--- src/tcp_defs.vh ---
// Register offsets, field positions and reset values of the two-channel PWM timer
`ifndef TCP_DEFS_VH
`define TCP_DEFS_VH

// Register offsets on the die link register port
`define TCP_OFF_PRESCALE 8'h61
`define TCP_OFF_SCALE_A 8'h62
`define TCP_OFF_SCALE_B 8'h63
`define TCP_OFF_COUNTER0 8'h64
`define TCP_OFF_COUNTER1 8'h65
`define TCP_OFF_PERIOD0 8'h66
`define TCP_OFF_PERIOD1 8'h67
`define TCP_OFF_DUTY0 8'h68
`define TCP_OFF_DUTY1 8'h69

// Prescale select register field positions
`define TCP_PRE_A_LSB 0
`define TCP_PRE_A_MSB 2
`define TCP_PRE_B_LSB 4
`define TCP_PRE_B_MSB 6

// Reset values
`define TCP_RST_BYTE 8'h00
`define TCP_RST_SEL 3'h0

// Scaled clock down counter reload point
`define TCP_SCALE_END 8'h01

`endif

--- src/tcp_pwm_channel.v ---
// One PWM channel: counter, double-buffered period and duty, output flip-flop
`timescale 1ns/1ns
module tcp_pwm_channel #(
    parameter WIDTH = 8
) (
    // Clock and reset
    input wire clk_in,
    input wire rst_n_in,
    // Channel clock tick and controls
    input wire tick_in,
    input wire enable_in,
    input wire polarity_in,
    input wire center_in,
    // Register writes
    input wire period_wr_in,
    input wire duty_wr_in,
    input wire counter_wr_in,
    input wire [WIDTH-1:0] wdata_in,
    // State for read-back and output
    output wire [WIDTH-1:0] counter_out,
    output wire [WIDTH-1:0] period_buf_out,
    output wire [WIDTH-1:0] duty_buf_out,
    output reg pwm_out
);

    reg [WIDTH-1:0] cnt_q, cnt_d;
    reg [WIDTH-1:0] per_buf_q, per_buf_d;
    reg [WIDTH-1:0] dty_buf_q, dty_buf_d;
    reg [WIDTH-1:0] per_act_q, per_act_d;
    reg [WIDTH-1:0] dty_act_q, dty_act_d;
    reg down_q, down_d;
    reg flip_q, flip_d;
    reg en_sync_q, en_sync_d;
    reg [WIDTH:0] cnt_inc;
    reg [WIDTH-1:0] cnt_n;
    reg period_end;

    assign counter_out = cnt_q;
    assign period_buf_out = per_buf_q;
    assign duty_buf_out = dty_buf_q;

    ////////////////////////////////////////////////////////////////////////////
    // Next-state logic
    always @* begin
        per_buf_d = period_wr_in ? wdata_in : per_buf_q;
        dty_buf_d = duty_wr_in ? wdata_in : dty_buf_q;
        per_act_d = per_act_q;
        dty_act_d = dty_act_q;
        cnt_d = cnt_q;
        down_d = down_q;
        flip_d = flip_q;
        cnt_inc = {1'b0, cnt_q} + {{WIDTH{1'b0}}, 1'b1};
        cnt_n = cnt_q;
        period_end = 1'b0;
        // Enable only takes hold at a channel clock edge
        en_sync_d = tick_in ? enable_in : en_sync_q;
        if (counter_wr_in) begin
            // Counter write restarts the period with fresh settings
            cnt_d = {WIDTH{1'b0}};
            down_d = 1'b0;
            flip_d = 1'b0;
            per_act_d = per_buf_d;
            dty_act_d = dty_buf_d;
        end else if (!enable_in) begin
            // Disabled: latches follow the buffers, counter holds
            per_act_d = per_buf_d;
            dty_act_d = dty_buf_d;
        end else if (tick_in && en_sync_q) begin
            if (!center_in) begin
                // Left aligned: 0 .. period-1
                if (cnt_inc >= {1'b0, per_act_q}) begin
                    period_end = 1'b1;
                    cnt_n = {WIDTH{1'b0}};
                end else begin
                    cnt_n = cnt_inc[WIDTH-1:0];
                end
            end else if (!down_q) begin
                // Center aligned: up to period, then down to 0
                cnt_n = cnt_inc[WIDTH-1:0];
                if (cnt_inc >= {1'b0, per_act_q}) begin
                    down_d = 1'b1;
                end
            end else begin
                cnt_n = cnt_q - {{(WIDTH-1){1'b0}}, 1'b1};
                if (cnt_q <= {{(WIDTH-1){1'b0}}, 1'b1}) begin
                    period_end = 1'b1;
                    cnt_n = {WIDTH{1'b0}};
                    down_d = 1'b0;
                end
            end
            cnt_d = cnt_n;
            if (period_end) begin
                // Period and duty switch together at the period boundary
                per_act_d = per_buf_d;
                dty_act_d = dty_buf_d;
                flip_d = 1'b0;
            end else if (cnt_n == dty_act_q) begin
                flip_d = ~flip_q;
            end
        end
    end

    ////////////////////////////////////////////////////////////////////////////
    // State registers
    always @(posedge clk_in) begin
        if (!rst_n_in) begin
            cnt_q <= {WIDTH{1'b0}};
            per_buf_q <= {WIDTH{1'b0}};
            dty_buf_q <= {WIDTH{1'b0}};
            per_act_q <= {WIDTH{1'b0}};
            dty_act_q <= {WIDTH{1'b0}};
            down_q <= 1'b0;
            flip_q <= 1'b0;
            en_sync_q <= 1'b0;
            pwm_out <= 1'b0;
        end else begin
            cnt_q <= cnt_d;
            per_buf_q <= per_buf_d;
            dty_buf_q <= dty_buf_d;
            per_act_q <= per_act_d;
            dty_act_q <= dty_act_d;
            down_q <= down_d;
            flip_q <= flip_d;
            en_sync_q <= en_sync_d;
            // Polarity picks Q or inverted Q; output path gated by enable
            pwm_out <= enable_in & (flip_d ^ polarity_in);
        end
    end

endmodule // tcp_pwm_channel

--- src/tcp_pwm_timer.v ---
// Two-channel 8-bit PWM timer: clock tree, register port and two channels
`timescale 1ns/1ns
`include "tcp_defs.vh"

// Contract
// Period double buffered while channel enabled
// Disabled period write updates latch and buffer
// Period and duty reads return buffer
// Duty double buffered like period
// Disabled duty write updates latch too
// Duty match toggles output flip-flop
// Polarity sets start level of period
// Period is clock times period, centre doubled
// Four clocks: A, B, scaled A, B
// Prescalers divide by one to 128
// Prescaler stops when both channels disabled
// Scaled clock: 8-bit down counter, halved
// Scale zero means 256, divide 512
// Scale write reloads down counter at once
// Channel picks prescaled or scaled clock
// 8-bit counter, period, duty per channel
// Waveform starts at next channel clock
// Enable synchronised; disabled counter holds
// Software avoids clock changes while running
// Counter write clears, reloads, resets output
// Left counts to period-1, centre up/down
// Period and duty switch in same cycle
module tcp_pwm_timer (
    // Clock and reset
    input wire REF_CLK_IN,
    input wire RST_N_IN,
    // Die link register port
    input wire [7:0] REG_ADDR_IN,
    input wire REG_WR_IN,
    input wire REG_RD_IN,
    input wire [7:0] REG_WDATA_IN,
    output reg [7:0] REG_RDATA_OUT,
    // Control bits held in the control register
    input wire [1:0] CHANNEL_ENABLE_BIT_IN,
    input wire [1:0] START_POLARITY_IN,
    input wire [1:0] CENTER_ALIGN_SELECT_IN,
    input wire [1:0] CHANNEL_CLOCK_CHOICE_IN,
    // PWM outputs
    output wire [1:0] PWM_OUT
);

    // Clock tree registers
    reg [2:0] prescale_a_select_q;
    reg [2:0] prescale_b_select_q;
    reg [7:0] scale_a_value_q;
    reg [7:0] scale_b_value_q;
    reg [6:0] pre_cnt_q;
    reg [7:0] scl_a_cnt_q;
    reg [7:0] scl_b_cnt_q;
    reg half_a_q;
    reg half_b_q;

    // Clock tree ticks
    wire pre_run;
    wire tick_a;
    wire tick_b;
    wire pulse_a;
    wire pulse_b;
    wire tick_sa;
    wire tick_sb;
    wire [1:0] ch_tick;

    // Register write strobes
    wire wr_pre;
    wire wr_sa;
    wire wr_sb;
    wire wr_per0;
    wire wr_per1;
    wire wr_dty0;
    wire wr_dty1;
    wire wr_cnt0;
    wire wr_cnt1;

    // Channel state for read-back
    wire [7:0] cnt0, cnt1, per0, per1, dty0, dty1;
    reg [7:0] rdata_d;

    ////////////////////////////////////////////////////////////////////////////
    // Helpers

    // Prescaled tick: all low select bits of the prescale counter are ones
    function pre_tick;
        input [6:0] cnt;
        input [2:0] sel;
        reg [6:0] mask;
        begin
            mask = ~(7'h7f << sel);
            pre_tick = ((cnt & mask) == mask);
        end
    endfunction

    // Write strobe for one offset
    function wr_hit;
        input [7:0] addr;
        input [7:0] off;
        input wr;
        begin
            wr_hit = wr && (addr == off);
        end
    endfunction

    // Scale down counter next value: a write reloads at once, the end pulse reloads, a tick counts down
    function [7:0] scl_next;
        input [7:0] cnt;
        input [7:0] scale;
        input [7:0] wdata;
        input wr;
        input tick;
        begin
            if (wr) begin
                scl_next = wdata;
            end else if (tick && (cnt == `TCP_SCALE_END)) begin
                scl_next = scale;
            end else if (tick) begin
                scl_next = cnt - 8'h01;
            end else begin
                scl_next = cnt;
            end
        end
    endfunction

    // Channel clock: prescaled tick, or scaled tick when the choice bit is set
    function ch_clock;
        input choice;
        input pre;
        input scl;
        begin
            ch_clock = choice ? scl : pre;
        end
    endfunction

    ////////////////////////////////////////////////////////////////////////////
    // Register writes

    assign wr_pre = wr_hit(REG_ADDR_IN, `TCP_OFF_PRESCALE, REG_WR_IN);
    assign wr_sa = wr_hit(REG_ADDR_IN, `TCP_OFF_SCALE_A, REG_WR_IN);
    assign wr_sb = wr_hit(REG_ADDR_IN, `TCP_OFF_SCALE_B, REG_WR_IN);
    assign wr_per0 = wr_hit(REG_ADDR_IN, `TCP_OFF_PERIOD0, REG_WR_IN);
    assign wr_per1 = wr_hit(REG_ADDR_IN, `TCP_OFF_PERIOD1, REG_WR_IN);
    assign wr_dty0 = wr_hit(REG_ADDR_IN, `TCP_OFF_DUTY0, REG_WR_IN);
    assign wr_dty1 = wr_hit(REG_ADDR_IN, `TCP_OFF_DUTY1, REG_WR_IN);
    assign wr_cnt0 = wr_hit(REG_ADDR_IN, `TCP_OFF_COUNTER0, REG_WR_IN);
    assign wr_cnt1 = wr_hit(REG_ADDR_IN, `TCP_OFF_COUNTER1, REG_WR_IN);

    // Prescale selects for clocks A and B
    always @(posedge REF_CLK_IN) begin
        if (!RST_N_IN) begin
            prescale_a_select_q <= `TCP_RST_SEL;
            prescale_b_select_q <= `TCP_RST_SEL;
        end else if (wr_pre) begin
            prescale_a_select_q <= REG_WDATA_IN[`TCP_PRE_A_MSB:`TCP_PRE_A_LSB];
            prescale_b_select_q <= REG_WDATA_IN[`TCP_PRE_B_MSB:`TCP_PRE_B_LSB];
        end
    end

    // Scale values for the scaled clocks
    always @(posedge REF_CLK_IN) begin
        if (!RST_N_IN) begin
            scale_a_value_q <= `TCP_RST_BYTE;
            scale_b_value_q <= `TCP_RST_BYTE;
        end else begin
            if (wr_sa) begin
                scale_a_value_q <= REG_WDATA_IN;
            end
            if (wr_sb) begin
                scale_b_value_q <= REG_WDATA_IN;
            end
        end
    end

    ////////////////////////////////////////////////////////////////////////////
    // Prescaler: one counter serves clocks A and B

    assign pre_run = |CHANNEL_ENABLE_BIT_IN;

    // Prescale counter held at zero while both channels are off
    always @(posedge REF_CLK_IN) begin
        if (!RST_N_IN) begin
            pre_cnt_q <= 7'h00;
        end else if (!pre_run) begin
            pre_cnt_q <= 7'h00;
        end else begin
            pre_cnt_q <= pre_cnt_q + 7'h01;
        end
    end

    assign tick_a = pre_run && pre_tick(pre_cnt_q, prescale_a_select_q);
    assign tick_b = pre_run && pre_tick(pre_cnt_q, prescale_b_select_q);

    ////////////////////////////////////////////////////////////////////////////
    // Scalers: down counter to one, reload, then divide by two

    // Zero loads as 0 and wraps, giving 256 counts
    assign pulse_a = tick_a && (scl_a_cnt_q == `TCP_SCALE_END);
    assign pulse_b = tick_b && (scl_b_cnt_q == `TCP_SCALE_END);

    // Scaled clock edge on every second reload pulse
    assign tick_sa = pulse_a && half_a_q;
    assign tick_sb = pulse_b && half_b_q;

    // Scaler A down counter and halving flop
    always @(posedge REF_CLK_IN) begin
        if (!RST_N_IN) begin
            scl_a_cnt_q <= `TCP_RST_BYTE;
            half_a_q <= 1'b0;
        end else begin
            scl_a_cnt_q <= scl_next(scl_a_cnt_q, scale_a_value_q, REG_WDATA_IN, wr_sa, tick_a);
            if (pulse_a) begin
                half_a_q <= ~half_a_q;
            end
        end
    end

    // Scaler B down counter and halving flop
    always @(posedge REF_CLK_IN) begin
        if (!RST_N_IN) begin
            scl_b_cnt_q <= `TCP_RST_BYTE;
            half_b_q <= 1'b0;
        end else begin
            scl_b_cnt_q <= scl_next(scl_b_cnt_q, scale_b_value_q, REG_WDATA_IN, wr_sb, tick_b);
            if (pulse_b) begin
                half_b_q <= ~half_b_q;
            end
        end
    end

    // Per-channel clock choice
    assign ch_tick[0] = ch_clock(CHANNEL_CLOCK_CHOICE_IN[0], tick_a, tick_sa);
    assign ch_tick[1] = ch_clock(CHANNEL_CLOCK_CHOICE_IN[1], tick_b, tick_sb);

    ////////////////////////////////////////////////////////////////////////////
    // Channels

    tcp_pwm_channel #(
        .WIDTH(8)
    ) u_ch0 (
        .clk_in(REF_CLK_IN),
        .rst_n_in(RST_N_IN),
        .tick_in(ch_tick[0]),
        .enable_in(CHANNEL_ENABLE_BIT_IN[0]),
        .polarity_in(START_POLARITY_IN[0]),
        .center_in(CENTER_ALIGN_SELECT_IN[0]),
        .period_wr_in(wr_per0),
        .duty_wr_in(wr_dty0),
        .counter_wr_in(wr_cnt0),
        .wdata_in(REG_WDATA_IN),
        .counter_out(cnt0),
        .period_buf_out(per0),
        .duty_buf_out(dty0),
        .pwm_out(PWM_OUT[0])
    );

    tcp_pwm_channel #(
        .WIDTH(8)
    ) u_ch1 (
        .clk_in(REF_CLK_IN),
        .rst_n_in(RST_N_IN),
        .tick_in(ch_tick[1]),
        .enable_in(CHANNEL_ENABLE_BIT_IN[1]),
        .polarity_in(START_POLARITY_IN[1]),
        .center_in(CENTER_ALIGN_SELECT_IN[1]),
        .period_wr_in(wr_per1),
        .duty_wr_in(wr_dty1),
        .counter_wr_in(wr_cnt1),
        .wdata_in(REG_WDATA_IN),
        .counter_out(cnt1),
        .period_buf_out(per1),
        .duty_buf_out(dty1),
        .pwm_out(PWM_OUT[1])
    );

    ////////////////////////////////////////////////////////////////////////////
    // Read-back, registered; unmapped offsets read zero

    // Read data selection
    always @* begin
        case (REG_ADDR_IN)
            `TCP_OFF_PRESCALE: rdata_d = {1'b0, prescale_b_select_q, 1'b0, prescale_a_select_q};
            `TCP_OFF_SCALE_A: rdata_d = scale_a_value_q;
            `TCP_OFF_SCALE_B: rdata_d = scale_b_value_q;
            `TCP_OFF_COUNTER0: rdata_d = cnt0;
            `TCP_OFF_COUNTER1: rdata_d = cnt1;
            `TCP_OFF_PERIOD0: rdata_d = per0;
            `TCP_OFF_PERIOD1: rdata_d = per1;
            `TCP_OFF_DUTY0: rdata_d = dty0;
            `TCP_OFF_DUTY1: rdata_d = dty1;
            default: rdata_d = 8'h00;
        endcase
    end

    // Read data register, held until the next read
    always @(posedge REF_CLK_IN) begin
        if (!RST_N_IN) begin
            REG_RDATA_OUT <= `TCP_RST_BYTE;
        end else if (REG_RD_IN) begin
            REG_RDATA_OUT <= rdata_d;
        end
    end

endmodule // tcp_pwm_timer

--- config.mk ---
export PLATFORM = sky130hd
export DESIGN_NAME = tcp_pwm_timer
export DESIGN_NICKNAME = d
export VERILOG_FILES = /design/src/tcp_pwm_channel.v /design/src/tcp_pwm_timer.v
export VERILOG_INCLUDE_DIRS = /design/src
export SDC_FILE = /design/constraint.sdc
export NUM_CORES = 1
export LEC_CHECK = 0
export BUFFER_PORTS_ARGS = -buffer_cell sky130_fd_sc_hd__buf_4
export CAP_MARGIN = 20
export CORE_MARGIN = 2
export CORE_UTILIZATION = 40
export DETAILED_ROUTE_END_ITERATION = 6
export HOLD_SLACK_MARGIN = 0.08
export MAX_ROUTING_LAYER = met4
export PLACE_DENSITY = 0.62
export SETUP_SLACK_MARGIN = 0.1
export SYNTH_ARGS = -nofsm -noshare
export SYNTH_HDL_FRONTEND = slang
export SYNTH_SLANG_ARGS = --single-unit
--- constraint.sdc ---
create_clock -name REF_CLK_IN -period 5 [get_ports REF_CLK_IN]
set_clock_uncertainty 0.2 [all_clocks]
set_input_delay 0.75 -clock REF_CLK_IN [delete_from_list [all_inputs] [get_ports REF_CLK_IN]]
set_output_delay 0.75 -clock REF_CLK_IN [all_outputs]
set_load 0.02 [all_outputs]
== Word-level counts from Yosys, hierarchy flattened ==
Index checks and enable logic that the tools add are counted.

* Input port bits: 28
* Logic and storage cells: 173
* Register bits after elaboration: 143

* Multiplexer cells: 71
* Shifts and indexed selects: 2
* Add/sub/neg operators: 7
* Magnitude comparators: 4
* Bitwise operators: 13
* Equal/unequal tests: 19
* Reductions and logical operators: 29

{| class="wikitable"
|+ Operators by type and width
! cell !! number
|-
| two-way mux 8 bit || 40
|-
| equality test 8 x 7 -> 1 bit (second input constant) || 9
|-
| case mux 8 bit (9 select lines) || 1
|-
| subtractor 8 x 1 -> 8 bit (second input constant) || 4
|-
| two-way mux 1 bit || 30
|-
| adder 8 x 1 -> 9 bit (second input constant) || 2
|-
| >= comparator 9 x 8 -> 1 bit || 2
|-
| logical AND 1 bit || 17
|-
| equality test 8 x 1 -> 1 bit (second input constant) || 2
|-
| equality test 8 bit || 2
|-
| less-or-equal comparator 8 x 1 -> 1 bit (second input constant) || 2
|-
| bitwise AND 7 bit || 2
|-
| equality test 7 bit || 2
|-
| inverter 7 bit || 2
|-
| left shift 7 x 3 -> 7 bit (first input constant) || 2
|-
| != test 3 x 1 -> 1 bit (second input constant) || 4
|-
| AND reduction 2 bit || 5
|-
| adder 7 x 1 -> 7 bit (second input constant) || 1
|-
| AND reduction 3 bit || 2
|-
| nonzero test 3 bit || 2
|-
| OR reduction 2 bit || 3
|-
| inverter 1 bit || 5
|-
| bitwise AND 1 bit || 2
|-
| XOR 1 bit || 2
|}

== Longest topological paths before layout ==
Gate-level depths: netlist of run 1.

* Word-level depth: 20
* Mapped depth: 16

== By module ==
A second synthesis of run 1 with hierarchy kept.

* Cell total of the unflattened synthesis: 1,048
* Area total of the unflattened synthesis: 8,642.0 um^2

{| class="wikitable"
|+ Modules (own cells, without submodules)
! module !! area an instance (um^2) !! times used !! cells an instance
|-
| tcp_pwm_channel || 2,557.5 || 2 || 299
|-
| tcp_pwm_timer || 3,527.1 || 1 || 450
|}

== Worst setup path after synthesis of run 1 ==
OpenSTA, ideal clock, no wires.

* Kind: flip-flop to flip-flop
* Start point: register u_ch1.cnt_q[0], in the netlist u_ch1.counter_out[0]
* End point: register u_ch1.pwm_out
* Data required time: 4.728 ns
* Slack: 1.336 ns
* Stages on the path, launching flop included: 15
* Path buffers: 0
* Arrival time: 3.392 ns
* Path through: dfxtp_1 ha_1 and4_1 nand2_1 xnor2_1 ha_1 nand3_1 nor2_1 o41ai_1 nand3_1 xnor2_1 or4b_1 or4_1 nand3_2 mux2i_1

* Longest elaborated chain between the ends: 15
* Elaborated cells on any way between the ends: 26
* Classes of those cells: 2 x add/sub; 2 x order compare; 1 x eq/ne; 19 x mux; 2 x bitwise

{| class="wikitable"
|+ Ends and longest elaborated chain
! what !! RTL line !! text
|-
| start, declared || tcp_pwm_channel.v:26 || <nowiki>reg [WIDTH-1:0] cnt_q, cnt_d;</nowiki>
|-
| start signal, assigned || tcp_pwm_channel.v:107 || <nowiki>cnt_q <= {WIDTH{1'b0}};</nowiki>
|-
| start signal, assigned || tcp_pwm_channel.v:117 || <nowiki>cnt_q <= cnt_d;</nowiki>
|-
| adder 8 x 1 -> 9 bit, or another cell as far along || tcp_pwm_channel.v:52 || <nowiki>cnt_inc = {1'b0, cnt_q} + {{WIDTH{1'b0}}, 1'b1};</nowiki>
|-
| >= comparator 9 x 8 -> 1 bit or two-way mux 8 bit (tied branches) || tcp_pwm_channel.v:71, tcp_pwm_channel.v:85 ||
|-
| two-way mux 8 bit (on tied branches) || tcp_pwm_channel.v:71, tcp_pwm_channel.v:77 ||
|-
| two-way mux 8 bit || tcp_pwm_channel.v:69 || <nowiki>if (!center_in) begin</nowiki>
|-
| two-way mux 8 bit || tcp_pwm_channel.v:68 || <nowiki>end else if (tick_in && en_sync_q) begin</nowiki>
|-
| two-way mux 8 bit || tcp_pwm_channel.v:64 || <nowiki>end else if (!enable_in) begin</nowiki>
|-
| two-way mux 8 bit || tcp_pwm_channel.v:57 || <nowiki>if (counter_wr_in) begin</nowiki>
|-
| equality test 8 bit || tcp_pwm_channel.v:97 || <nowiki>end else if (cnt_n == dty_act_q) begin</nowiki>
|-
| two-way mux 1 bit || tcp_pwm_channel.v:97 ||
|-
| two-way mux 1 bit * || tcp_pwm_channel.v:92 || <nowiki>if (period_end) begin</nowiki>
|-
| two-way mux 1 bit * || tcp_pwm_channel.v:68 ||
|-
| two-way mux 1 bit * || tcp_pwm_channel.v:64 ||
|-
| two-way mux 1 bit * || tcp_pwm_channel.v:57 ||
|-
| XOR 1 bit * || tcp_pwm_channel.v:126 || <nowiki>pwm_out <= enable_in & (flip_d ^ polarity_in);</nowiki>
|-
| bitwise AND 1 bit * || tcp_pwm_channel.v:126 ||
|-
| end signal, assigned || tcp_pwm_channel.v:126 ||
|-
| end, declared || tcp_pwm_channel.v:23 || <nowiki>output reg pwm_out</nowiki>
|}

Mark *: on every way between the ends. The rest lies on a longest branch, timed or not. The select of a mux whose other input is x is not followed.
A chain may end at the register's enable or synchronous reset.

== Worst setup path in the final report of run 1 ==
* Start point: register u_ch0.cnt_q[0], in the netlist u_ch0.counter_out[0]
* End point: register u_ch0.pwm_out

* Longest elaborated chain between the ends: 15
* Elaborated cells on any way between the ends: 26
* Classes of those cells: 2 x add/sub; 2 x order compare; 1 x eq/ne; 19 x mux; 2 x bitwise

{| class="wikitable"
|+ Ends and longest elaborated chain
! what !! RTL line
|-
| start, declared || tcp_pwm_channel.v:26
|-
| start signal, assigned || tcp_pwm_channel.v:107
|-
| start signal, assigned || tcp_pwm_channel.v:117
|-
| adder 8 x 1 -> 9 bit, or another cell as far along || tcp_pwm_channel.v:52
|-
| >= comparator 9 x 8 -> 1 bit or two-way mux 8 bit (tied branches) || tcp_pwm_channel.v:71, tcp_pwm_channel.v:85
|-
| two-way mux 8 bit (on tied branches) || tcp_pwm_channel.v:71, tcp_pwm_channel.v:77
|-
| two-way mux 8 bit || tcp_pwm_channel.v:69
|-
| two-way mux 8 bit || tcp_pwm_channel.v:68
|-
| two-way mux 8 bit || tcp_pwm_channel.v:64
|-
| two-way mux 8 bit || tcp_pwm_channel.v:57
|-
| equality test 8 bit || tcp_pwm_channel.v:97
|-
| two-way mux 1 bit || tcp_pwm_channel.v:97
|-
| two-way mux 1 bit * || tcp_pwm_channel.v:92
|-
| two-way mux 1 bit * || tcp_pwm_channel.v:68
|-
| two-way mux 1 bit * || tcp_pwm_channel.v:64
|-
| two-way mux 1 bit * || tcp_pwm_channel.v:57
|-
| XOR 1 bit * || tcp_pwm_channel.v:126
|-
| bitwise AND 1 bit * || tcp_pwm_channel.v:126
|-
| end signal, assigned || tcp_pwm_channel.v:126
|-
| end, declared || tcp_pwm_channel.v:23
|}

Marks and branches as above.

==> results of run 1 <==
flip-flops by register name (all words and copies together), names as in the netlist, 8 cells and up:
name,flops
REG_RDATA_OUT,8
scale_a_value_q,8
scale_b_value_q,8
scl_a_cnt_q,8
scl_b_cnt_q,8
u_ch0.counter_out,8
u_ch0.dty_act_q,8
u_ch0.duty_buf_out,8
u_ch0.per_act_q,8
u_ch0.period_buf_out,8
u_ch1.counter_out,8
u_ch1.dty_act_q,8
u_ch1.duty_buf_out,8
u_ch1.per_act_q,8
u_ch1.period_buf_out,8
routing by layer:
| metal | GRT usage, % | vias up |
|---|---|---|
| met2 | 31.8 | 193 |
| li1 | - | 3673 |
| met4 | 6.00 | 0 |
| met1 | 29.3 | 3485 |
| met3 | 4.35 | 35 |
| met5 | - | - |
final cells by class:
type / count / area (um2)
tap: 270 / 338
multi-input combinational: 758 / 5020
clock buffer: 20 / 437
timing repair buffer: 51 / 383
inverter: 42 / 158
fill: 2014 / 10900
sequential: 143 / 2860
clock inverter: 12 / 161
worst min-delay path, stage by stage, from the launching register on:
cell	delay, ps
dfxtp_1	320
o21ai_0	60
a21boi_0	70
logic make-up after synthesis:
logic type,Yosys count,share of synthesized area (%)
multiplexers,38,4.59
AO/OA/AOI/OAI,277,24.8
AND/OR/NAND/NOR,391,24.2
buffers and inverters,104,5.15
adder cells (fa/ha/maj),27,4.08
XOR/XNOR,25,2.64
flip-flops,143,34.5
metrics by stage:
| stage | area (um2) | hold WS, ps | worst slack [ps] |
|---|---|---|---|
| finish | 9360 | 297 | 898 |
| detailed placement | 8760 | 287 | 939 |
| global placement | 8760 | 275 | 959 |
| CTS | 9360 | 302 | 919 |
| global route | 9360 | 325 | 545 |
| floorplan | 8290 | 253 | 1340 |
how the worst min path moves through the flow:
stage,from,slack (ps),endpoint
after global routing,u_ch1.per_act_q[3],320,u_ch1.per_act_q[3]
after floorplan,scale_a_value_q[5],250,scale_a_value_q[5]
after detailed placement,u_ch1.per_act_q[7],290,u_ch1.per_act_q[7]
after global placement,pre_cnt_q[5],280,pre_cnt_q[5]
after CTS,u_ch1.per_act_q[7],300,u_ch1.per_act_q[7]
final,half_b_q,300,half_b_q
power groups by stage:
stage	Sequential (W)	Clock, W	Combinational (W)
2_1_floorplan	0.00130	0	0.000430
3_3_place_gp	0.00131	0	0.000528
3_5_place_dp	0.00132	0	0.000537
4_1_cts	0.00129	0.00132	0.000541
5_1_grt	0.00130	0.00138	0.000624
6_report	0.00129	0.00130	0.000543
placed cells by master, fill, tap and decap left out, types with 6 or more instances in the layout:
| cell | instances |
|---|---|
| nand3_1 | 31 |
| a22oi_1 | 19 |
| mux2i_1 | 38 |
| a21oi_1 | 55 |
| dfxtp_1 | 143 |
| a222oi_1 | 6 |
| o211a_1 | 35 |
| ha_1 | 27 |
| nand2_1 | 138 |
| a221oi_1 | 10 |
| and2_1 | 10 |
| a21boi_0 | 35 |
| nand4_1 | 10 |
| clkbuf_16 | 17 |
| xor2_1 | 9 |
| nor2_1 | 56 |
| o21a_1 | 12 |
| a31oi_1 | 10 |
| nor3_1 | 25 |
| or3_1 | 10 |
| inv_1 | 42 |
| xnor2_1 | 16 |
| o221ai_1 | 12 |
| or4_1 | 6 |
| nor2b_1 | 50 |
| nand2b_1 | 6 |
| o21ai_0 | 27 |
| and3_1 | 7 |
| buf_4 | 51 |
==> run metrics, run 1 <==
Worst-path clk slew=60 ps; # IOs=38; Reg2Reg Capture Point=u_ch0.pwm_out; Post-synth top flop=dfxtp_1; via count=7386; r2r setup slk=900 ps; Synth async-reset ratio=0%; critical path type=reg2reg; yosys warns=0; FMAX=0.244 GHz; TritonCTS clock tree=yes; CP max stage cell=dfxtp_1; CP endpoint kind=register; grt ovf=0; largest net degree at the start of global routing=68; Crit path buffers/inverters=2; initial core utilization=40.8%; worst reg2reg path depth=12; Pwr Total=0.00314 W; Critical path origin=u_ch0.counter_out[0]; share of layout cells above drive strength 1=9.75%; Setup Buffers After CTS=0; RSZ-0062 raised after global routing=false; Area contributors post-synth=dfxtp_1 (35%), nand2_1 (6.3%), mux2i_1 (4.6%); critical path's largest stage delay=720 ps; core area=20300 um2; CTS Hold Buffers Added=0; first-pass GRT wire length=35900 um; CP dominant cell by count=ha_1; Seq/Total Area, Yosys=34.5%; Post-DRT Antenna Nets=0; GRT Overall Usage=21.3%; Switching Share=28.3%; clk_lat worst skew=430 ps; Synth Instances=1005; TritonRoute pass-1 iters=6; WHS Path Cells=2; status=complete, no violations; wire length on met1=11000 um; vias per cell=5.70; required time worst endpoint=5170 ps; top cell type's share of synthesized area=34.5%; post-synth net total=1060; Final Non-Filler Cells=1296; Logic pwr share=17.3%; number of flops mapped to enable cells by yosys=0; die width=148 um; uppermost routed layer=met4; Nets=1068; port bufs=37; clk root buf=clkbuf_16; Peak supply drop=0.000196 V; post-synth cell types=81; H-tree depth=4; # DRC=0; Stages on worst setup path=12; placed instance count=1264; # rows=52; endpoints failing setup=0; Critical R2R Launch=u_ch0.counter_out[0]; area of the mapped netlist=8290 um2; crit path to=u_ch0.pwm_out; Worst Tran Pin Value=1110 ps; startpoint types=register; Antenna Cells=0; Longest Clk Path Bufs=2; met3 wire len=1220 um; Pins Over Slew Limit=0; most common cell in the netlist=dfxtp_1; largest area contributor in the netlist=dfxtp_1; fin crit share=82.0%; DRT Wirelength=22600 um; max cap viols=0; CP top delay family=simple AND/OR/NAND/NOR gates; post-cts resize count=0; FF+latch count, synth=143; Final Hold Vio Count=0; Pleak=3.95 nW; Worst EP arrival=4270 ps; TNS Setup=0 ps; metal2 WL=9880 um; clock sink count=143; clock network power share=41.5%; Area Growth Syn to Fin=13.0%; initial antenna violation count=0; post-layout util=46.1%; routability cong.=0.933; critical path cell sequence=inv_1, ha_1, ha_1, a2111oi_0, nor3_1, o21bai_1, buf_4, or4bb_1, o311a_1, or4_1, nand2_1, nand4b_1; die area=21900 um2; vias in the first global route=6826; Slew HR=25.6%; Avg WL per Cell=17.4 um; Vert. Die Dim=148 um; Synth Area per Inst=8.25 um2; HPWL Detailed=16400 um; Crit Path Max Fanout=17; 1st-iter DRT viols=700; Final min period=4100 ps; power density cells=335 nW/um2; internal power=0.00225 W; number of buffers created by CTS=17; Hold Crit Class=reg2reg; most frequent cells after synthesis=dfxtp_1 (143), nand2_1 (138), nor2_1 (56); Net Sw Power=0.000888 W; sequential share of power=41.2%
Power figures use the tool's default switching activity.
==> run 2, diff against run 1 <==
Settings changed: ABC_AREA set to 1.
Clock period 5 ns to 4.1 ns, I/O delays scaled along.
==> run metrics, run 2 <==
M3 GR Usage=4.12%; number of flops mapped to enable cells by yosys=0; Setup Buffers After CTS=0; storage element area=2860 um2; dpl cell area=8430 um2; GR Util met1=30.9%; routability cong.=0.946; Final Cell Area=9010 um2; GRT Overall Usage=22.2%; status=complete, no violations; top cell type's share of synthesized area=36.0%; initial antenna violation count=0; Longest Clk Path Bufs=2; TritonRoute pass-1 iters=7; Crit path buffers/inverters=2; via count=7557; Pins Over Slew Limit=0; fin crit share=83.6%; Slew HR=41.5%; Peak supply drop=0.000270 V; post-synth net total=1219; Synth Instances=1164; Fillers=2057; Worst Tran Pin Value=871 ps; Synth async-reset ratio=0%; Synth Area per Inst=6.84 um2; power density cells=415 nW/um2; CTS Hold Buffers Added=0; critical path cell sequence=ha_1, nand3_2, nor2_1, xor2_1, inv_1, ha_1, nand2_1, inv_1, nand2_1, nand2_1, nand2_1, nand2_1, nand2_2, nand2_1, nand2_1, nand2_1, nor2_1, nand2_1, nor2_1, nand2_1, nand3_1, nand2_2, a21oi_1, nor2_1; Antenna Cells=0; vias per cell=5.16; most frequent cells after synthesis=nand2_1 (260), inv_1 (159), dfxtp_1 (143); Final Non-Filler Cells=1465; TritonCTS clock tree=yes; Crit Path Max Fanout=18; met2 Use GR=31.6%; Area contributors post-synth=dfxtp_1 (36%), nand2_1 (12%), inv_1 (7.5%); Post-DRT Antenna Nets=0; Worst EP arrival=3550 ps; Nets=1243; area of the mapped netlist=7960 um2; most common cell in the netlist=nand2_1; die area=21000 um2; placed instance count=1434; post-layout util=46.1%; Vert. Die Dim=145 um; Final Hold Vio Count=0; largest area contributor in the netlist=dfxtp_1; RSZ-0062 raised after global routing=false; number of buffers created by CTS=17; H-tree depth=4; Area Growth Syn to Fin=13.2%; Final min period=3430 ps; DRT Wirelength=22500 um; clk root buf=clkbuf_16; 1st-iter DRT viols=464; grt ovf=0; CP endpoint kind=register; FMAX=0.292 GHz; # DRC=0; endpoints failing setup=0; core area=19500 um2; CP top delay family=simple AND/OR/NAND/NOR gates; post-cts resize count=0; yosys warns=0; critical path type=reg2reg; vias in the first global route=6891; critical path's largest stage delay=460 ps; TNS Setup=0 ps; FF+latch count, synth=143; Post-synth top flop=dfxtp_1; post-synth cell types=50; max cap viols=0; CP max stage cell=dfxtp_1; GRT busiest layer=met2; largest net degree at the start of global routing=51; most common cell after layout, fill and taps aside=nand2_1; Avg WL per Cell=15.3 um; Pleak=3.75 nW; # rows=51; Hold Crit Class=in2reg; required time worst endpoint=4220 ps; # IOs=38; initial core utilization=40.8%; share of layout cells above drive strength 1=9.58%; most frequent cells in the layout=nand2_1 (260), inv_1 (159), dfxtp_1 (143); clk_lat worst skew=430 ps; Seq/Total Area, Yosys=36.0%; die width=145 um; first-pass GRT wire length=36200 um; port bufs=37; footprint of the multi-input gates=4290 um2; HPWL Detailed=16800 um; clock sink count=143; Worst-path clk slew=60 ps; CP dominant cell by count=nand2_1; startpoint types=register
## run 2: area by class of cell
| class | count | share of cell area (%) |
|---|---|---|
| well taps | 265 | 3.68 |
| inverters | 169 | 7.04 |
| clock inverters | 12 | 1.50 |
| clock buffers | 19 | 4.92 |
| multi-input cells | 816 | 47.7 |
| repair buffers | 41 | 3.42 |
| flip-flops and latches | 143 | 31.8 |
## run 2: path summary, 6_finish.rpt
check,from,to,slack [ps],cells after the start
setup / recovery,u_ch1.counter_out[0],u_ch1.pwm_out,670,24
hold / removal,START_POLARITY_IN[1],u_ch1.pwm_out,230,3
hold reg to reg,u_ch1.en_sync_q,u_ch1.en_sync_q,270,2
setup reg to reg,u_ch1.counter_out[0],u_ch1.pwm_out,670,24
## run 2: routing by layer
metal | wire (um) | up-vias
met5 | 0 | -
met4 | 716 | 0
met3 | 1410 | 46
met2 | 9330 | 230
met1 | 11000 | 3379
li1 | - | 3902
## run 2: through the flow
stage	hold WS (ps)	total power [W]	setup slack (ps)
finish	230	0.00373	674
floorplan	233	0.00207	1090
global placement	251	0.00221	815
global route	231	0.00392	235
detailed placement	260	0.00221	716
CTS	224	0.00375	693
## run 2: where the power goes
part           internal, W  total, W  switching, W
Sequential         0.00147   0.00157     0.0000909
Clock             0.000912   0.00154      0.000632
Combinational     0.000264  0.000626      0.000362
## run 2: tightest hold or removal path, delay by kind of cell
family	cells	cell delay (ps)
compound gates	1	30
buf+inv	1	90
simple gates	1	80
## run 2: kinds of logic (layout without fill, tap and decap cells)
logic type                 count (synthesis)  in the layout  synth area share (%)
buffers and inverters                    205            241                  10.1
adders and majority gates                 27             27                  4.24
and+or+nand+nor                          466            466                  25.7
xor gates and xnor gates                  25             25                  2.75
DFF                                      143            143                  36.0
AOI/OAI and AO/OA                        298            298                  21.3
